===== config.mk =====
export PLATFORM = sky130hd
export DESIGN_NAME = ucrl_channel
export DESIGN_NICKNAME = d
export VERILOG_FILES = /design/src/rtl/ucrl_pkg.sv /design/src/rtl/ucrl_fifo.sv /design/src/rtl/ucrl_channel.sv
export SDC_FILE = /design/constraint.sdc
export NUM_CORES = 1
export LEC_CHECK = 0
export BUFFER_PORTS_ARGS = -buffer_cell sky130_fd_sc_hd__buf_2
export CORE_ASPECT_RATIO = 0.5
export CORE_MARGIN = 2
export CORE_UTILIZATION = 40
export CTS_CLUSTER_DIAMETER = 80
export DETAILED_ROUTE_END_ITERATION = 7
export PLACE_DENSITY = 0.65
export SYNTH_ARGS = -nofsm -noshare
export SYNTH_HDL_FRONTEND = slang
export SYNTH_SLANG_ARGS = --single-unit
export TNS_END_PERCENT = 100

===== constraint.sdc =====
create_clock -name clk -period 3 [get_ports clk]
set_input_delay 0 -clock clk [delete_from_list [all_inputs] [get_ports clk]]
set_output_delay 0 -clock clk [all_outputs]
set_load 0.005 [all_outputs]

===== src/rtl/ucrl_pkg.sv =====
package ucrl_pkg;

  localparam logic [2:0] ADDR_DATA      = 3'h0;
  localparam logic [2:0] ADDR_IER       = 3'h1;
  localparam logic [2:0] ADDR_ISR       = 3'h2;
  localparam logic [2:0] ADDR_LINE_CTL  = 3'h3;
  localparam logic [2:0] ADDR_MODEM_CTL = 3'h4;
  localparam logic [2:0] ADDR_LINE_STAT = 3'h5;
  localparam logic [2:0] ADDR_MODEM_STS = 3'h6;
  localparam logic [2:0] ADDR_SCRATCH   = 3'h7;

  localparam logic [7:0] LCR_SPECIAL    = 8'hBF;
  localparam int         LCR_DLAB_BIT   = 7;
  localparam int         LCR_BREAK_BIT  = 6;
  localparam int         MCR_DTR_BIT    = 0;
  localparam int         MCR_RTS_BIT    = 1;
  localparam int         MCR_OUT1_BIT   = 2;
  localparam int         MCR_OUT2_BIT   = 3;
  localparam int         MCR_LOOP_BIT   = 4;
  localparam int         FCR_EN_BIT     = 0;
  localparam int         FCR_RXRST_BIT  = 1;
  localparam int         FCR_TXRST_BIT  = 2;
  localparam int         FCR_DMA_BIT    = 3;

  localparam logic [7:0] DLL_RESET      = 8'h01;
  localparam logic [7:0] DLM_RESET      = 8'h00;
  localparam logic [7:0] LCR_RESET      = 8'h00;
  localparam logic [3:0] IER_MASK       = 4'hF;
  localparam logic [4:0] MCR_MASK       = 5'h1F;
  localparam logic [3:0] ISR_NONE       = 4'h1;
  localparam logic [3:0] ISR_LINE       = 4'h6;
  localparam logic [3:0] ISR_RXDATA     = 4'h4;
  localparam logic [3:0] ISR_TXRDY      = 4'h2;
  localparam logic [3:0] ISR_MODEM      = 4'h0;

  localparam int         FIFO_WIDTH     = 8;
  localparam int         FIFO_DEPTH     = 8;

  typedef struct packed {
    logic [2:0] addr;
    logic       rd;
    logic       wr;
    logic [7:0] wdata;
  } ucrl_bus_t;

  typedef struct packed {
    logic cts_n;
    logic dsr_n;
    logic ri_n;
    logic carrier_detect_n;
  } ucrl_modem_in_t;

endpackage : ucrl_pkg


===== src/rtl/ucrl_fifo.sv =====
module ucrl_fifo #(
  parameter int WIDTH = 8,
  parameter int DEPTH = 8
) (
  input  wire logic             clk,
  input  wire logic             resetn,
  input  wire logic             flush,
  input  wire logic             in_valid,
  output logic                  in_ready,
  input  wire logic [WIDTH-1:0] in_data,
  output logic                  out_valid,
  input  wire logic             out_ready,
  output logic      [WIDTH-1:0] out_data,
  output logic                  empty,
  output logic                  full
);
  localparam int AW = $clog2(DEPTH);

  typedef struct packed {
    logic [AW-1:0] wp;
    logic [AW-1:0] rp;
    logic [AW:0]   cnt;
  } ucrl_fifo_st_t;

  ucrl_fifo_st_t          st_q;
  ucrl_fifo_st_t          st_d;
  logic [WIDTH-1:0]       mem_q [DEPTH];
  logic                   push;
  logic                   pop;

  assign full      = st_q.cnt == (AW+1)'(DEPTH);
  assign empty     = st_q.cnt == '0;
  assign in_ready  = !full;
  assign out_valid = !empty;
  assign out_data  = mem_q[st_q.rp];
  assign push      = in_valid && in_ready && !flush;
  assign pop       = out_valid && out_ready && !flush;

  always_comb begin
    st_d = st_q;
    if (flush) begin
      st_d = '0;
    end else begin
      if (push) st_d.wp = st_q.wp + 1'b1;
      if (pop) st_d.rp = st_q.rp + 1'b1;
      if (push && !pop) st_d.cnt = st_q.cnt + 1'b1;
      if (pop && !push) st_d.cnt = st_q.cnt - 1'b1;
    end
  end

  always_ff @(posedge clk or negedge resetn) begin
    if (!resetn) begin
      st_q <= '0;
    end else begin
      st_q <= st_d;
    end
  end

  always_ff @(posedge clk) begin
    if (push) mem_q[st_q.wp] <= in_data;
  end
endmodule : ucrl_fifo


===== src/rtl/ucrl_channel.sv =====
module ucrl_channel (
  input  wire logic                    clk,
  input  wire logic                    resetn,
  input  wire ucrl_pkg::ucrl_bus_t     bus,
  output logic                  [7:0]  rdata,
  input  wire logic                    tx_shift_out,
  output logic                         rx_shift_in,
  input  wire logic                    tx_shift_idle,
  input  wire logic                    rx_char_valid,
  input  wire logic             [7:0]  rx_char,
  input  wire logic             [2:0]  rx_char_err,
  input  wire logic                    tx_take,
  output logic                         tx_char_valid,
  output logic                  [7:0]  tx_char,
  output logic                  [15:0] divisor,
  output logic                  [7:0]  line_ctl,
  input  wire logic                    serial_in,
  output logic                         serial_out,
  output logic                         request_to_send_n,
  output logic                         terminal_ready_n,
  output logic                         reserved_output_one_n,
  output logic                         interrupt_output_enable_n,
  input  wire ucrl_pkg::ucrl_modem_in_t modem_in,
  output logic                         irq
);
  typedef struct packed {
    logic [7:0] dll;
    logic [7:0] divisor_high_byte;
    logic [3:0] interrupt_enable;
    logic [7:0] line_control;
    logic [4:0] modem_control;
    logic [7:0] scratch_pad;
    logic       fifo_en;
    logic       dma_mode;
    logic [1:0] trigger;
    logic       overrun;
    logic [2:0] err;
    logic       tx_ack;
    logic [3:0] delta;
    logic [3:0] msr_prev;
    logic [7:0] rdata;
  } ucrl_state_t;

  ucrl_state_t       st_q;
  ucrl_state_t       st_d;
  logic              loop_on;
  logic              dl_access;
  logic [3:0]        msr_now;
  logic              rx_push_ready;
  logic              rx_valid;
  logic [7:0]        rx_head;
  logic              rx_empty;
  logic              tx_in_ready;
  logic              tx_empty;
  logic              rx_pop;
  logic              tx_push;
  logic              rx_flush;
  logic              tx_flush;
  logic [3:0]        isr_code;
  logic              fcr_write;

  function automatic logic hit(input ucrl_pkg::ucrl_bus_t b, input logic [2:0] a);
    return b.addr == a;
  endfunction : hit

  //////////////////////////////////////////////////////////////////////////////
  // loopback steering
  // loopback select
  assign loop_on = st_q.modem_control[ucrl_pkg::MCR_LOOP_BIT];
  assign rx_shift_in = loop_on ? tx_shift_out : serial_in;
  assign serial_out = loop_on ? 1'b1 : tx_shift_out;
  assign request_to_send_n = loop_on ? 1'b1 : !st_q.modem_control[ucrl_pkg::MCR_RTS_BIT];
  assign terminal_ready_n  = loop_on ? 1'b1 : !st_q.modem_control[ucrl_pkg::MCR_DTR_BIT];
  assign reserved_output_one_n     = loop_on ? 1'b1 : !st_q.modem_control[ucrl_pkg::MCR_OUT1_BIT];
  assign interrupt_output_enable_n = loop_on ? 1'b1 : !st_q.modem_control[ucrl_pkg::MCR_OUT2_BIT];

  // inputs ignored, internal modem outputs looped
  always_comb begin
    if (loop_on) begin
      msr_now = {st_q.modem_control[ucrl_pkg::MCR_OUT2_BIT], st_q.modem_control[ucrl_pkg::MCR_OUT1_BIT],
                 st_q.modem_control[ucrl_pkg::MCR_DTR_BIT], st_q.modem_control[ucrl_pkg::MCR_RTS_BIT]};
    end else begin
      msr_now = {!modem_in.carrier_detect_n, !modem_in.ri_n, !modem_in.dsr_n, !modem_in.cts_n};
    end
  end

  //////////////////////////////////////////////////////////////////////////////
  // address decode
  // divisor window
  assign dl_access = st_q.line_control[ucrl_pkg::LCR_DLAB_BIT] && (st_q.line_control != ucrl_pkg::LCR_SPECIAL);
  assign rx_pop    = bus.rd && hit(bus, ucrl_pkg::ADDR_DATA) && !dl_access;
  assign tx_push   = bus.wr && hit(bus, ucrl_pkg::ADDR_DATA) && !dl_access && tx_in_ready;
  assign fcr_write = bus.wr && hit(bus, ucrl_pkg::ADDR_ISR);
  assign rx_flush  = fcr_write && (!bus.wdata[ucrl_pkg::FCR_EN_BIT] || bus.wdata[ucrl_pkg::FCR_RXRST_BIT]);
  assign tx_flush  = fcr_write && (!bus.wdata[ucrl_pkg::FCR_EN_BIT] || bus.wdata[ucrl_pkg::FCR_TXRST_BIT]);

  ucrl_fifo #(.WIDTH(ucrl_pkg::FIFO_WIDTH), .DEPTH(ucrl_pkg::FIFO_DEPTH)) u_rx_fifo (
    .clk       (clk),
    .resetn    (resetn),
    .flush     (rx_flush),
    .in_valid  (rx_char_valid),
    .in_ready  (rx_push_ready),
    .in_data   (rx_char),
    .out_valid (rx_valid),
    .out_ready (rx_pop),
    .out_data  (rx_head),
    .empty     (rx_empty),
    .full      ()
  );

  ucrl_fifo #(.WIDTH(ucrl_pkg::FIFO_WIDTH), .DEPTH(ucrl_pkg::FIFO_DEPTH)) u_tx_fifo (
    .clk       (clk),
    .resetn    (resetn),
    .flush     (tx_flush),
    .in_valid  (tx_push),
    .in_ready  (tx_in_ready),
    .in_data   (bus.wdata),
    .out_valid (tx_char_valid),
    .out_ready (tx_take),
    .out_data  (tx_char),
    .empty     (tx_empty),
    .full      ()
  );

  //////////////////////////////////////////////////////////////////////////////
  // interrupt source
  always_comb begin
    if (st_q.interrupt_enable[2] && (st_q.overrun || (st_q.err != 3'h0))) begin
      isr_code = ucrl_pkg::ISR_LINE;
    end else if (st_q.interrupt_enable[0] && rx_valid) begin
      isr_code = ucrl_pkg::ISR_RXDATA;
    end else if (st_q.interrupt_enable[1] && tx_empty && !st_q.tx_ack) begin
      isr_code = ucrl_pkg::ISR_TXRDY;
    end else if (st_q.interrupt_enable[3] && (st_q.delta != 4'h0)) begin
      isr_code = ucrl_pkg::ISR_MODEM;
    end else begin
      isr_code = ucrl_pkg::ISR_NONE;
    end
  end
  assign irq = (isr_code != ucrl_pkg::ISR_NONE) && st_q.modem_control[ucrl_pkg::MCR_OUT2_BIT];

  //////////////////////////////////////////////////////////////////////////////
  // register file
  always_comb begin
    st_d = st_q;
    st_d.msr_prev = msr_now;
    st_d.delta = st_q.delta | (msr_now ^ st_q.msr_prev);
    if (rx_char_valid && !rx_push_ready) st_d.overrun = 1'b1;
    if (rx_char_valid) st_d.err = st_q.err | rx_char_err;
    if (tx_push) st_d.tx_ack = 1'b0;
    if (bus.wr) begin
      unique case (bus.addr)
        ucrl_pkg::ADDR_DATA: begin
          if (dl_access) st_d.dll = bus.wdata;
        end
        ucrl_pkg::ADDR_IER: begin
          if (dl_access) st_d.divisor_high_byte = bus.wdata;
          else st_d.interrupt_enable = bus.wdata[3:0] & ucrl_pkg::IER_MASK;
        end
        ucrl_pkg::ADDR_ISR: begin
          st_d.fifo_en = bus.wdata[ucrl_pkg::FCR_EN_BIT];
          if (bus.wdata[ucrl_pkg::FCR_EN_BIT]) begin
            st_d.dma_mode = bus.wdata[ucrl_pkg::FCR_DMA_BIT];
            st_d.trigger  = bus.wdata[7:6];
          end
        end
        ucrl_pkg::ADDR_LINE_CTL:  st_d.line_control = bus.wdata;
        ucrl_pkg::ADDR_MODEM_CTL: st_d.modem_control = bus.wdata[4:0] & ucrl_pkg::MCR_MASK;
        ucrl_pkg::ADDR_LINE_STAT: ;
        ucrl_pkg::ADDR_MODEM_STS: ;
        ucrl_pkg::ADDR_SCRATCH:   st_d.scratch_pad = bus.wdata;
      endcase
    end
    st_d.rdata = st_q.rdata;
    if (bus.rd) begin
      unique case (bus.addr)
        ucrl_pkg::ADDR_DATA: begin
          st_d.rdata = dl_access ? st_q.dll : rx_head;
        end
        ucrl_pkg::ADDR_IER: begin
          st_d.rdata = dl_access ? st_q.divisor_high_byte : {4'h0, st_q.interrupt_enable};
        end
        ucrl_pkg::ADDR_ISR: begin
          st_d.rdata = {{2{st_q.fifo_en}}, 2'h0, isr_code};
          if (isr_code == ucrl_pkg::ISR_TXRDY) st_d.tx_ack = 1'b1;
        end
        ucrl_pkg::ADDR_LINE_CTL:  st_d.rdata = st_q.line_control;
        ucrl_pkg::ADDR_MODEM_CTL: st_d.rdata = {3'h0, st_q.modem_control};
        ucrl_pkg::ADDR_LINE_STAT: begin
          st_d.rdata = {(st_q.err != 3'h0), tx_empty && tx_shift_idle, tx_empty,
                        st_q.err[2], st_q.err[1], st_q.err[0], st_q.overrun, !rx_empty};
          st_d.overrun = rx_char_valid && !rx_push_ready;
          st_d.err = rx_char_valid ? rx_char_err : 3'h0;
        end
        ucrl_pkg::ADDR_MODEM_STS: begin
          st_d.rdata = {msr_now, st_q.delta};
          st_d.delta = msr_now ^ st_q.msr_prev;
        end
        ucrl_pkg::ADDR_SCRATCH:   st_d.rdata = st_q.scratch_pad;
      endcase
    end
  end

  assign rdata    = st_q.rdata;
  assign divisor  = {st_q.divisor_high_byte, st_q.dll};
  assign line_ctl = st_q.line_control;

  always_ff @(posedge clk or negedge resetn) begin
    if (!resetn) begin
      st_q     <= '0;
      st_q.dll <= ucrl_pkg::DLL_RESET;
      st_q.divisor_high_byte <= ucrl_pkg::DLM_RESET;
      st_q.line_control <= ucrl_pkg::LCR_RESET;
    end else begin
      st_q <= st_d;
    end
  end
endmodule : ucrl_channel


# Yosys cells after proc, flatten, opt, wreduce, memory -nomap -nowiden
# Memories as Yosys holds them, arrays and structs flattened.
# Cells that the tools add are included.
[totals]
mem_count = 2
reg_bits = 83
ram_bits = 128
rom_bits = 0
word_cells = 153
out_inout_bits = 48
latchBits = 0
in_bits = 35
[memory_table]
columns = ["memory", "depth", "width", "rd", "rd_ports_with_merged_regs", "wr", "line", "source"]
rows = [
  ["u_rx_fifo.mem_q", 8, 8, 1, 0, 1, "ucrl_fifo.sv:27", "logic [WIDTH-1:0] mem_q [DEPTH];"],
  ["u_tx_fifo.mem_q", 8, 8, 1, 0, 1, "ucrl_fifo.sv:27", ""],
]
[op_classes]
magnitude_cmp = 0
n_eq_ne = 12
mul = 0
n_reduce_logical = 71
n_mux = 37
shift = 0
n_addsub = 8
div_mod_pow = 0
n_bitwise = 4
[op_table]
columns = ["op", "count"]
rows = [
  ["8-bit one-hot mux with 8 select lines", 1],
  ["1-bit logical AND", 29],
  ["4-bit two-way mux", 7],
  ["3-bit two-way mux", 8],
  ["1-bit zero test", 21],
  ["10-bit two-way mux", 2],
  ["8-bit two-way mux", 2],
  ["1-bit two-way mux", 15],
  ["3-bit by 1-bit adder with 3-bit output (second input constant)", 4],
  ["3-bit equality test (second input constant)", 4],
  ["9-bit two-way mux", 1],
  ["3-bit AND reduction", 3],
  ["3-bit nonzero test", 3],
  ["4-bit by 1-bit adder with 4-bit output (second input constant)", 2],
  ["4-bit equality test (second input constant)", 2],
  ["4-bit zero test", 2],
  ["8-bit inequality test (second input constant)", 1],
  ["2-bit AND reduction", 4],
  ["2-bit nonzero test", 4],
  ["4-bit by 1-bit subtractor with 4-bit output (second input constant)", 2],
  ["3-bit by 2-bit equality test with 1-bit output (second input constant)", 2],
  ["4-bit by 2-bit equality test with 1-bit output (second input constant)", 1],
  ["4-bit by 1-bit inequality test with 1-bit output (second input constant)", 1],
  ["4-bit bitwise OR", 1],
  ["8 further kinds", 10],
]

# Longest topological paths before layout
# Gate-level depths: netlist of the first run.
[logic_depth]
word_depth = 11
ltp_mapped = 11

# By module
# From an unflattened synthesis of the first run, not the netlist that was laid out.
[hier_totals]
cells_unflattened = 668
hier_area_um2 = 9683.0
[modules_own_cells]
columns = ["mod", "cells_each", "area_each_um2", "n_inst"]
rows = [
  ["ucrl_channel", 330, 3459.6, 1],
  ["ucrl_fifo (u_tx_fifo)", 169, 3131.8, 1],
  ["ucrl_fifo (u_rx_fifo)", 169, 3091.7, 1],
]

# Least setup slack after synthesis of the first run
# Ideal clock, no wire load.
[synth_path]
path_kind = "register to register"
start = "register u_tx_fifo.st_q[1] in the netlist's numbering"
end = "register u_tx_fifo.st_q[3] in the netlist's numbering"
arrival_time_ps = 2640
path_stages_with_launch = 10
required_time_ps = 2872
setup_ps = 128
slack_ps = 232
path_cell_list = "dfrtp_1 > or4b_1 > nand3_1 > nor2_1 > nor3_1 > ha_1 > a21o_1 > a21oi_1 > mux2i_1 > mux2_1"
[synth_via]
elab_chain_len = 9
elab_cells_between_ends = 19
classes_between = "2 x add/sub; 1 x eq/ne; 3 x mux; 13 x reduce/logical"
[synth_rtl]
columns = ["item", "line", "source"]
rows = [
  ["start, declared", "ucrl_fifo.sv:25", "ucrl_fifo_st_t st_q;"],
  ["start signal, assigned", "ucrl_fifo.sv:55", "st_q <= st_d;"],
  ["4-bit equality test", "ucrl_fifo.sv:31", "assign full = st_q.cnt == (AW+1)'(DEPTH);"],
  ["1-bit zero test", "ucrl_fifo.sv:33", "assign in_ready = !full;"],
  ["1-bit logical AND", "ucrl_channel.sv:92", "assign tx_push = bus.wr && hit(bus, ucrl_pkg::ADDR_DATA) && !dl_access && tx_in_ready;"],
  ["1-bit logical AND (2 in a row)", "ucrl_fifo.sv:36", "assign push = in_valid && in_ready && !flush;"],
  ["1-bit zero test", "ucrl_fifo.sv:47", "if (pop && !push) st_d.cnt = st_q.cnt - 1'b1;"],
  ["1-bit logical AND", "ucrl_fifo.sv:47", ""],
  ["4-bit two-way mux", "ucrl_fifo.sv:47", ""],
  ["10-bit two-way mux", "ucrl_fifo.sv:41", "if (flush) begin"],
]
# Parallel ways exist; a longest one is shown, timed or not. The select of a mux whose other input is x is not followed.
# A chain may end at the register's enable or synchronous reset.

# Worst setup path in the final report of the first run
# Same ends and word-level chain as after synthesis.

==> out/qor.yml, run 1 <==
outcome: "finished clean"
cpPeakStageDelay_ps: 560
core-area_mm2: 0.0231
io_buffers: 82
synth_top_family_by_area: "multiplexers"
synth_top_area_cell: "edfxtp_1"
yosys.area_share.adder_pct: 1.48
cts_tree: "built"
synth.cell_area_mm2: 0.00950
drv_slew: 0
nets: 797
worstSkewPairLatency_ps: 500
cts_sinks: 211
relSlewSlack_pct: 43.5
syn_inst: 646
rsz0062_at_grt: "false"
skew_ps: 9.36
finalHoldViolCount: 0
synth-edff-count: 128
ant_nets: 0
cts_max_level: 1
synthesis.nets: 691
synth_flop_cell: "edfxtp_1"
root_buffer: "clkbuf_16"
fill_cells: 1995
max_freq_ghz: 0.363
critPathRequiredTime_ps: 3390
drc: 0
grt_first_pass_wirelength_um: 34600
final_common_cell: "edfxtp_1"
critPathKind: "reg -> reg"
critical_path.startpoint_type: "register"
gp_congestion: 0.845
io_pins: 83
synth_compound_area_share_pct: 5.74
die_w_um: 222
die_area_mm2: 0.0251
min_period_ps: 2760
grt.total_usage_pct: 18.1
slowest_stage: "or4b_1"
area_delta_synth_final_pct: 17.3
cts_max_path_buffers: 3
leakage_nw: 4.24
worstSetupEndpointType: "register"
peakVddDrop_mv: 0.348
ys_warn_count: 0
drive_above_1_share_pct: 31.5
synthTopCellsByArea: "edfxtp_1 40%, dfrtp_1 22%, mux4_2 8.3%"
synth-seq-area-share_pct: 62.4
syn_area_per_cell_um2: 14.7
synth-simple-area-share_pct: 9.02
synthMuxAreaShare_pct: 15.8
post-route-util_pct: 48.3
globalRouteOverflowTotal: 0
final_cell_mix: "128 x edfxtp_1, 82 x dfrtp_1, 81 x buf_2"
first_global_vias: 6012
ys_ff_latch: 211
setup_tns_ps: 0
critPathArrivalTime_ps: 3150
die_y_um: 113
p_total_mw: 8.79
postRouteWirelength_um: 21800
grt_max_degree: 37
holdCritPathClass: "in -> async"
first_iter_violations: 363
wl_per_cell_um: 20.3
crit_chain: "or4b_1 > nand3_1 > nor2_1 > nor3_2 > ha_1 > a21o_1 > a21oi_1 > mux2i_1 > mux2_1"
period_share_pct: 91.9
cap_violations: 0
firstDrtPassIters: 4
setup_viol: 0
async_flop_share_pct: 39.3
fin_cells: 1073
avgViaCountPerCell: 5.31
dp.cells: 1004
route.vias.total: 5698
timing.hold.ws_ps: 15.5
synth-xor-area-share_pct: 1.37
synth_cell_types: 70
grt_antenna_before_repair: 0
dp_hpwl_um: 14700
yosys.area.top_type_share_pct: 40.5
start_util_pct: 41.2
cts_setup_buffers: 0
powerDensity_mw_per_mm2: 788
antenna_cells: 0
row_count: 39
regArea_mm2: 0.00592
worst_pin_slew_ps: 845
multi_input_area_mm2: 0.00319
critical_path_peak_fanout: 5
cts.clk_slew.worst_paths_ps: 70
cts_made_buffers: 21
-- critical path: cells and delay by family (launching register included) --
kind            cells  cell delay (ps)
compound gates      2              350
fa+ha+maj           1              270
mux                 2              550
simple gates        4             1000
flops               1              450
-- stage by stage --
| step | instance area [µm²] | worst slack (ps) |
|---|---|---|
| floorplan | 9500 | 232 |
| global placement | 10200 | 283 |
| detailed placement | 10200 | 207 |
| CTS | 11100 | 192 |
| global route | 11100 | 77.2 |
| finish | 11100 | 243 |
-- synth_stat cells (all sizes together) (4+ instances only) --
library cell and number:
inv 7, mux4 35, nand2 50, nand3 19, nand4b 4, xnor2 9
and3 4, dfrtp 82, and2 4, o21ai 21, clkbuf 15, o31ai 4
mux2 50, mux2i 15, nor3 12, nor3b 5, buf 47, nor2b 7
xor2 5, ha 8, edfxtp 128, a22o 6, nor2 35, a21oi 17
nand2b 8
-- layer usage --
metal | vias to the layer above | GRT usage, % | part of all wire (%)
met4 | 0 | 5.00 | 2.6
met5 | - | 0 | 0
met3 | 32 | 3.53 | 3.7
met2 | 105 | 30.8 | 49
li1 | 2620 | - | -
met1 | 2941 | 23.9 | 45
-- final timing paths --
| check | from | endpoint | slack, ps | cells past startpoint |
|---|---|---|---|---|
| min in group clk | bus[9] | u_rx_fifo.st_q[4] | 20 | 4 |
| max in group asynchronous | resetn | st_q[34] | 2250 | 3 |
| hold / removal | resetn | u_rx_fifo.st_q[7] | 20 | 2 |
| setup / recovery | u_tx_fifo.st_q[1] | u_tx_fifo.st_q[3] | 240 | 9 |
| hold reg to reg | st_q[8] | st_q[12] | 490 | 2 |
| setup reg to reg | u_tx_fifo.st_q[1] | u_tx_fifo.st_q[3] | 240 | 9 |
-- area by class of cell --
cell class / instances / share of cell area, %
Clock buffer: 28 / 5.13
Clock inverter: 9 / 0.696
Inverter: 7 / 0.236
Multi-Input combinational cell: 366 / 28.6
Sequential cell: 211 / 53.1
Tap cell: 307 / 3.45
Timing Repair Buffer: 145 / 8.78
-- flip-flops by register name (all words and copies together) (netlist names) --
register         cells
divisor             16
line_ctl             8
loop_on              1
rdata                8
st_q                30
u_rx_fifo.mem_q     64
u_rx_fifo.st_q      10
u_tx_fifo.mem_q     64
u_tx_fifo.st_q      10
-- power breakdown --
group          switching (mW)  total [mW]  leakage, nW  internal [mW]
clock network            1.11        2.54        0.313           1.43
registers               0.488        4.03         2.15           3.55
logic                    1.02        2.22         1.77           1.19
total                    2.62        8.79         4.24           6.17
-- cells by family after synthesis --
group	Yosys count
AND/OR/NAND/NOR	163
AO/OA/AOI/OAI	79
XOR/XNOR	14
buffers and inverters	69
flip-flops	211
multiplexers	100
adder cells (fa/ha/maj)	10
-- repair_timing --
action                                 4_1_cts  5_1_grt
endpoints found under the hold margin      226        0
resized for setup                            0        1
hold buffers                                32        0
setup endpoints to repair                    0        1
(Power assumes the default switching activity.)
==> inputs of run 2 (changes only) <==
--- a/config.mk
+++ b/config.mk
@@ -8,10 +8,10 @@
 export BUFFER_PORTS_ARGS = -buffer_cell sky130_fd_sc_hd__buf_2
 export CORE_ASPECT_RATIO = 0.5
 export CORE_MARGIN = 2
-export CORE_UTILIZATION = 40
+export CORE_UTILIZATION = 50
 export CTS_CLUSTER_DIAMETER = 80
 export DETAILED_ROUTE_END_ITERATION = 7
-export PLACE_DENSITY = 0.65
+export PLACE_DENSITY = 0.77
 export SYNTH_ARGS = -nofsm -noshare
 export SYNTH_HDL_FRONTEND = slang
 export SYNTH_SLANG_ARGS = --single-unit
==> run 2 against run 1 <==
Net effect: die area shrank 19%; worst hold slack better by 26 ps; wire length is 4.4% lower; sequential share of layout area rose by 0.37 points; global-route usage is 3.3 points higher; clock power about the same; combinational power about the same; worst setup slack worse by 67 ps; non-clock buffer count shrank 1; sequential cell count did not move; core utilization rose by 11 points; largest power group unchanged; highest routed layer unchanged.
==> out/qor.yml, run 2 (synthesized netlist as in run 1, its figures left out) <==
cts_max_level: 1  # unchanged
period_share_pct: 94.1  # +2.2 points
dp_hpwl_um: 13900  # -5.4%
powerDensity_mw_per_mm2: 795  # +0.80%
cts_max_path_buffers: 3  # unchanged
setup_tns_ps: 0  # unchanged
drc: 0  # unchanged
row_count: 35  # -10%
fill_cells: 1409  # -29%
core-area_mm2: 0.0185  # -20%
grt_max_degree: 57  # +54%
rsz0062_at_grt: "false"
worstSkewPairLatency_ps: 490  # about the same
cts_made_buffers: 20  # -4.8%
drv_slew: 0  # unchanged
area_delta_synth_final_pct: 16.5
reg.largest.list: "u_rx_fifo.mem_q (64), u_tx_fifo.mem_q (64), st_q (30)"
gp_congestion: 0.908  # +7.5%
max_freq_ghz: 0.354  # -2.4%
setup_viol: 0  # unchanged
grt.total_usage_pct: 21.4  # +3.3 points
ant_nets: 0  # unchanged
holdCritPathClass: "in -> reg"
critPathArrivalTime_ps: 3200  # +50 ps
worstSetupEndpointType: "register"
first_iter_violations: 486  # +34%
avgViaCountPerCell: 5.68  # +6.9%
skew_ps: 12.1  # +2.78 ps
globalRoute.busiestLayer: "met2"
start_util_pct: 51.3  # +10 points
die_w_um: 199  # -10%
io_pins: 83  # unchanged
critPathKind: "reg -> reg"
ctsResizeCount: 0  # unchanged
relSlewSlack_pct: 38.4  # -5.1 points
outcome: "finished clean"
grt_antenna_before_repair: 0  # unchanged
grt_first_pass_wirelength_um: 32400  # -6.4%
root_buffer: "clkbuf_16"
post-route-util_pct: 59.8  # +11 points
finalHoldViolCount: 0  # unchanged
cts_sinks: 211  # unchanged
globalRouteOverflowTotal: 0  # unchanged
use_met1_pct: 29.9  # +6.0 points
critPathRequiredTime_ps: 3370  # -20 ps
grtUsageMet2_pct: 35.8  # +5.0 points
min_period_ps: 2820  # +67.1 ps
final_common_cell: "edfxtp_1"
use_met3_pct: 3.10  # -0.43 points
worst_pin_slew_ps: 922  # +76.7 ps
cts.clk_slew.worst_paths_ps: 60  # about the same
cap_violations: 0  # unchanged
antenna_cells: 0  # unchanged
first_global_vias: 5706  # -5.1%
die_area_mm2: 0.0202  # -19%
firstDrtPassIters: 5  # +1
leakage_nw: 4.24  # +0.14%
drive_above_1_share_pct: 31.4  # -0.049 points
wl_per_cell_um: 20.4  # +0.22%
peakVddDrop_mv: 0.481  # +38%
critical_path_peak_fanout: 5  # unchanged
cts_tree: "built"
nets: 795  # -0.25%
postRouteWirelength_um: 20800  # -4.4%
die_y_um: 101  # -10%
critical_path.startpoint_type: "register"
io_buffers: 82  # unchanged
route.vias.total: 5809  # +1.9%
final_cell_mix: "128 x edfxtp_1, 82 x dfrtp_1, 81 x buf_2"
run 2: cell count changes in the layout (fill, tap and decap cells not counted):
| cell | change |
|---|---|
| clkinv_2 | +1 |
| nor4b_1 | +1 |
| clkinv_8 | -1 |
| clkbuf_8 | -2 |
| dlygate4sd3_1 | -1 |
| nor3_2 | -1 |
| nor4b_2 | -1 |
| inv_6 | +1 |
| clkinvlp_2 | -2 |
| nor3_1 | +1 |
| clkinv_1 | -2 |
| clkbuf_4 | +3 |
| bufinv_16 | +1 |
run 2: cell type report:
class / instances / area (µm²) / share of cell area, %
flip-flops and latches: 211 / 5920 / 53.5
multi-input cells: 366 / 3170 / 28.7
repair buffers: 144 / 968 / 8.75
clock buffers: 29 / 567 / 5.12
well taps: 259 / 324 / 2.93
clock inverters: 7 / 87.6 / 0.791
inverters: 7 / 26.3 / 0.237
run 2: layer usage:
metal	share of wire, %	routed length, µm	vias up
met3	5.4	1120	39
li1	-	-	2629
met2	48	10100	195
met4	2.5	520	0
met5	0	0	-
met1	44	9100	2946
run 2: worst max-delay path: stages (launching register included):
cell,delay (ps)
dfrtp_1,450
or4b_1,570
nand3_1,160
nor2_1,70
nor3_1,240
ha_1,280
a21o_1,170
a21oi_1,200
mux2i_1,230
mux2_1,330
run 2: worst paths after layout:
check | from | endpoint | slack, ps | depth (start not counted)
hold / removal | tx_shift_idle | rdata[6] | 40 | 5
max in group asynchronous | resetn | rdata[1] | 2170 | 3
min in group asynchronous | resetn | u_rx_fifo.st_q[2] | 120 | 2
hold reg to reg | st_q[27] | st_q[27] | 490 | 2
setup / recovery | u_tx_fifo.st_q[1] | u_tx_fifo.st_q[3] | 180 | 9
setup reg to reg | u_tx_fifo.st_q[1] | u_tx_fifo.st_q[3] | 180 | 9
run 2: per-stage QoR:
step / instance area, µm² / setup WS [ps] / hold slack [ps] / std cells / power, mW
final: 11100 / 176 / 42.0 / 1023 / 8.80
after global routing: 11100 / 30.1 / 68.1 / 1023 / 9.24
after CTS: 11100 / 184 / 28.7 / 1023 / 8.86
after detailed placement: 10100 / 208 / 121 / 956 / 6.29
after global placement: 10100 / 289 / 112 / 956 / 6.20
after floorplan: 9500 / 232 / -296 / 646 / 5.62
run 2: repair_timing:
action / in CTS / in global routing
hold buffers: 31 / 0
buffers inserted: 0 / 0
endpoints found under the hold margin: 204 / 0
endpoints found under the setup margin: 0 / 0
run 2: where the power goes:
part	switching, mW	internal, mW	total (mW)
sequential	0.480	3.55	4.03
clock	1.05	1.49	2.54
combinational	1.02	1.21	2.23
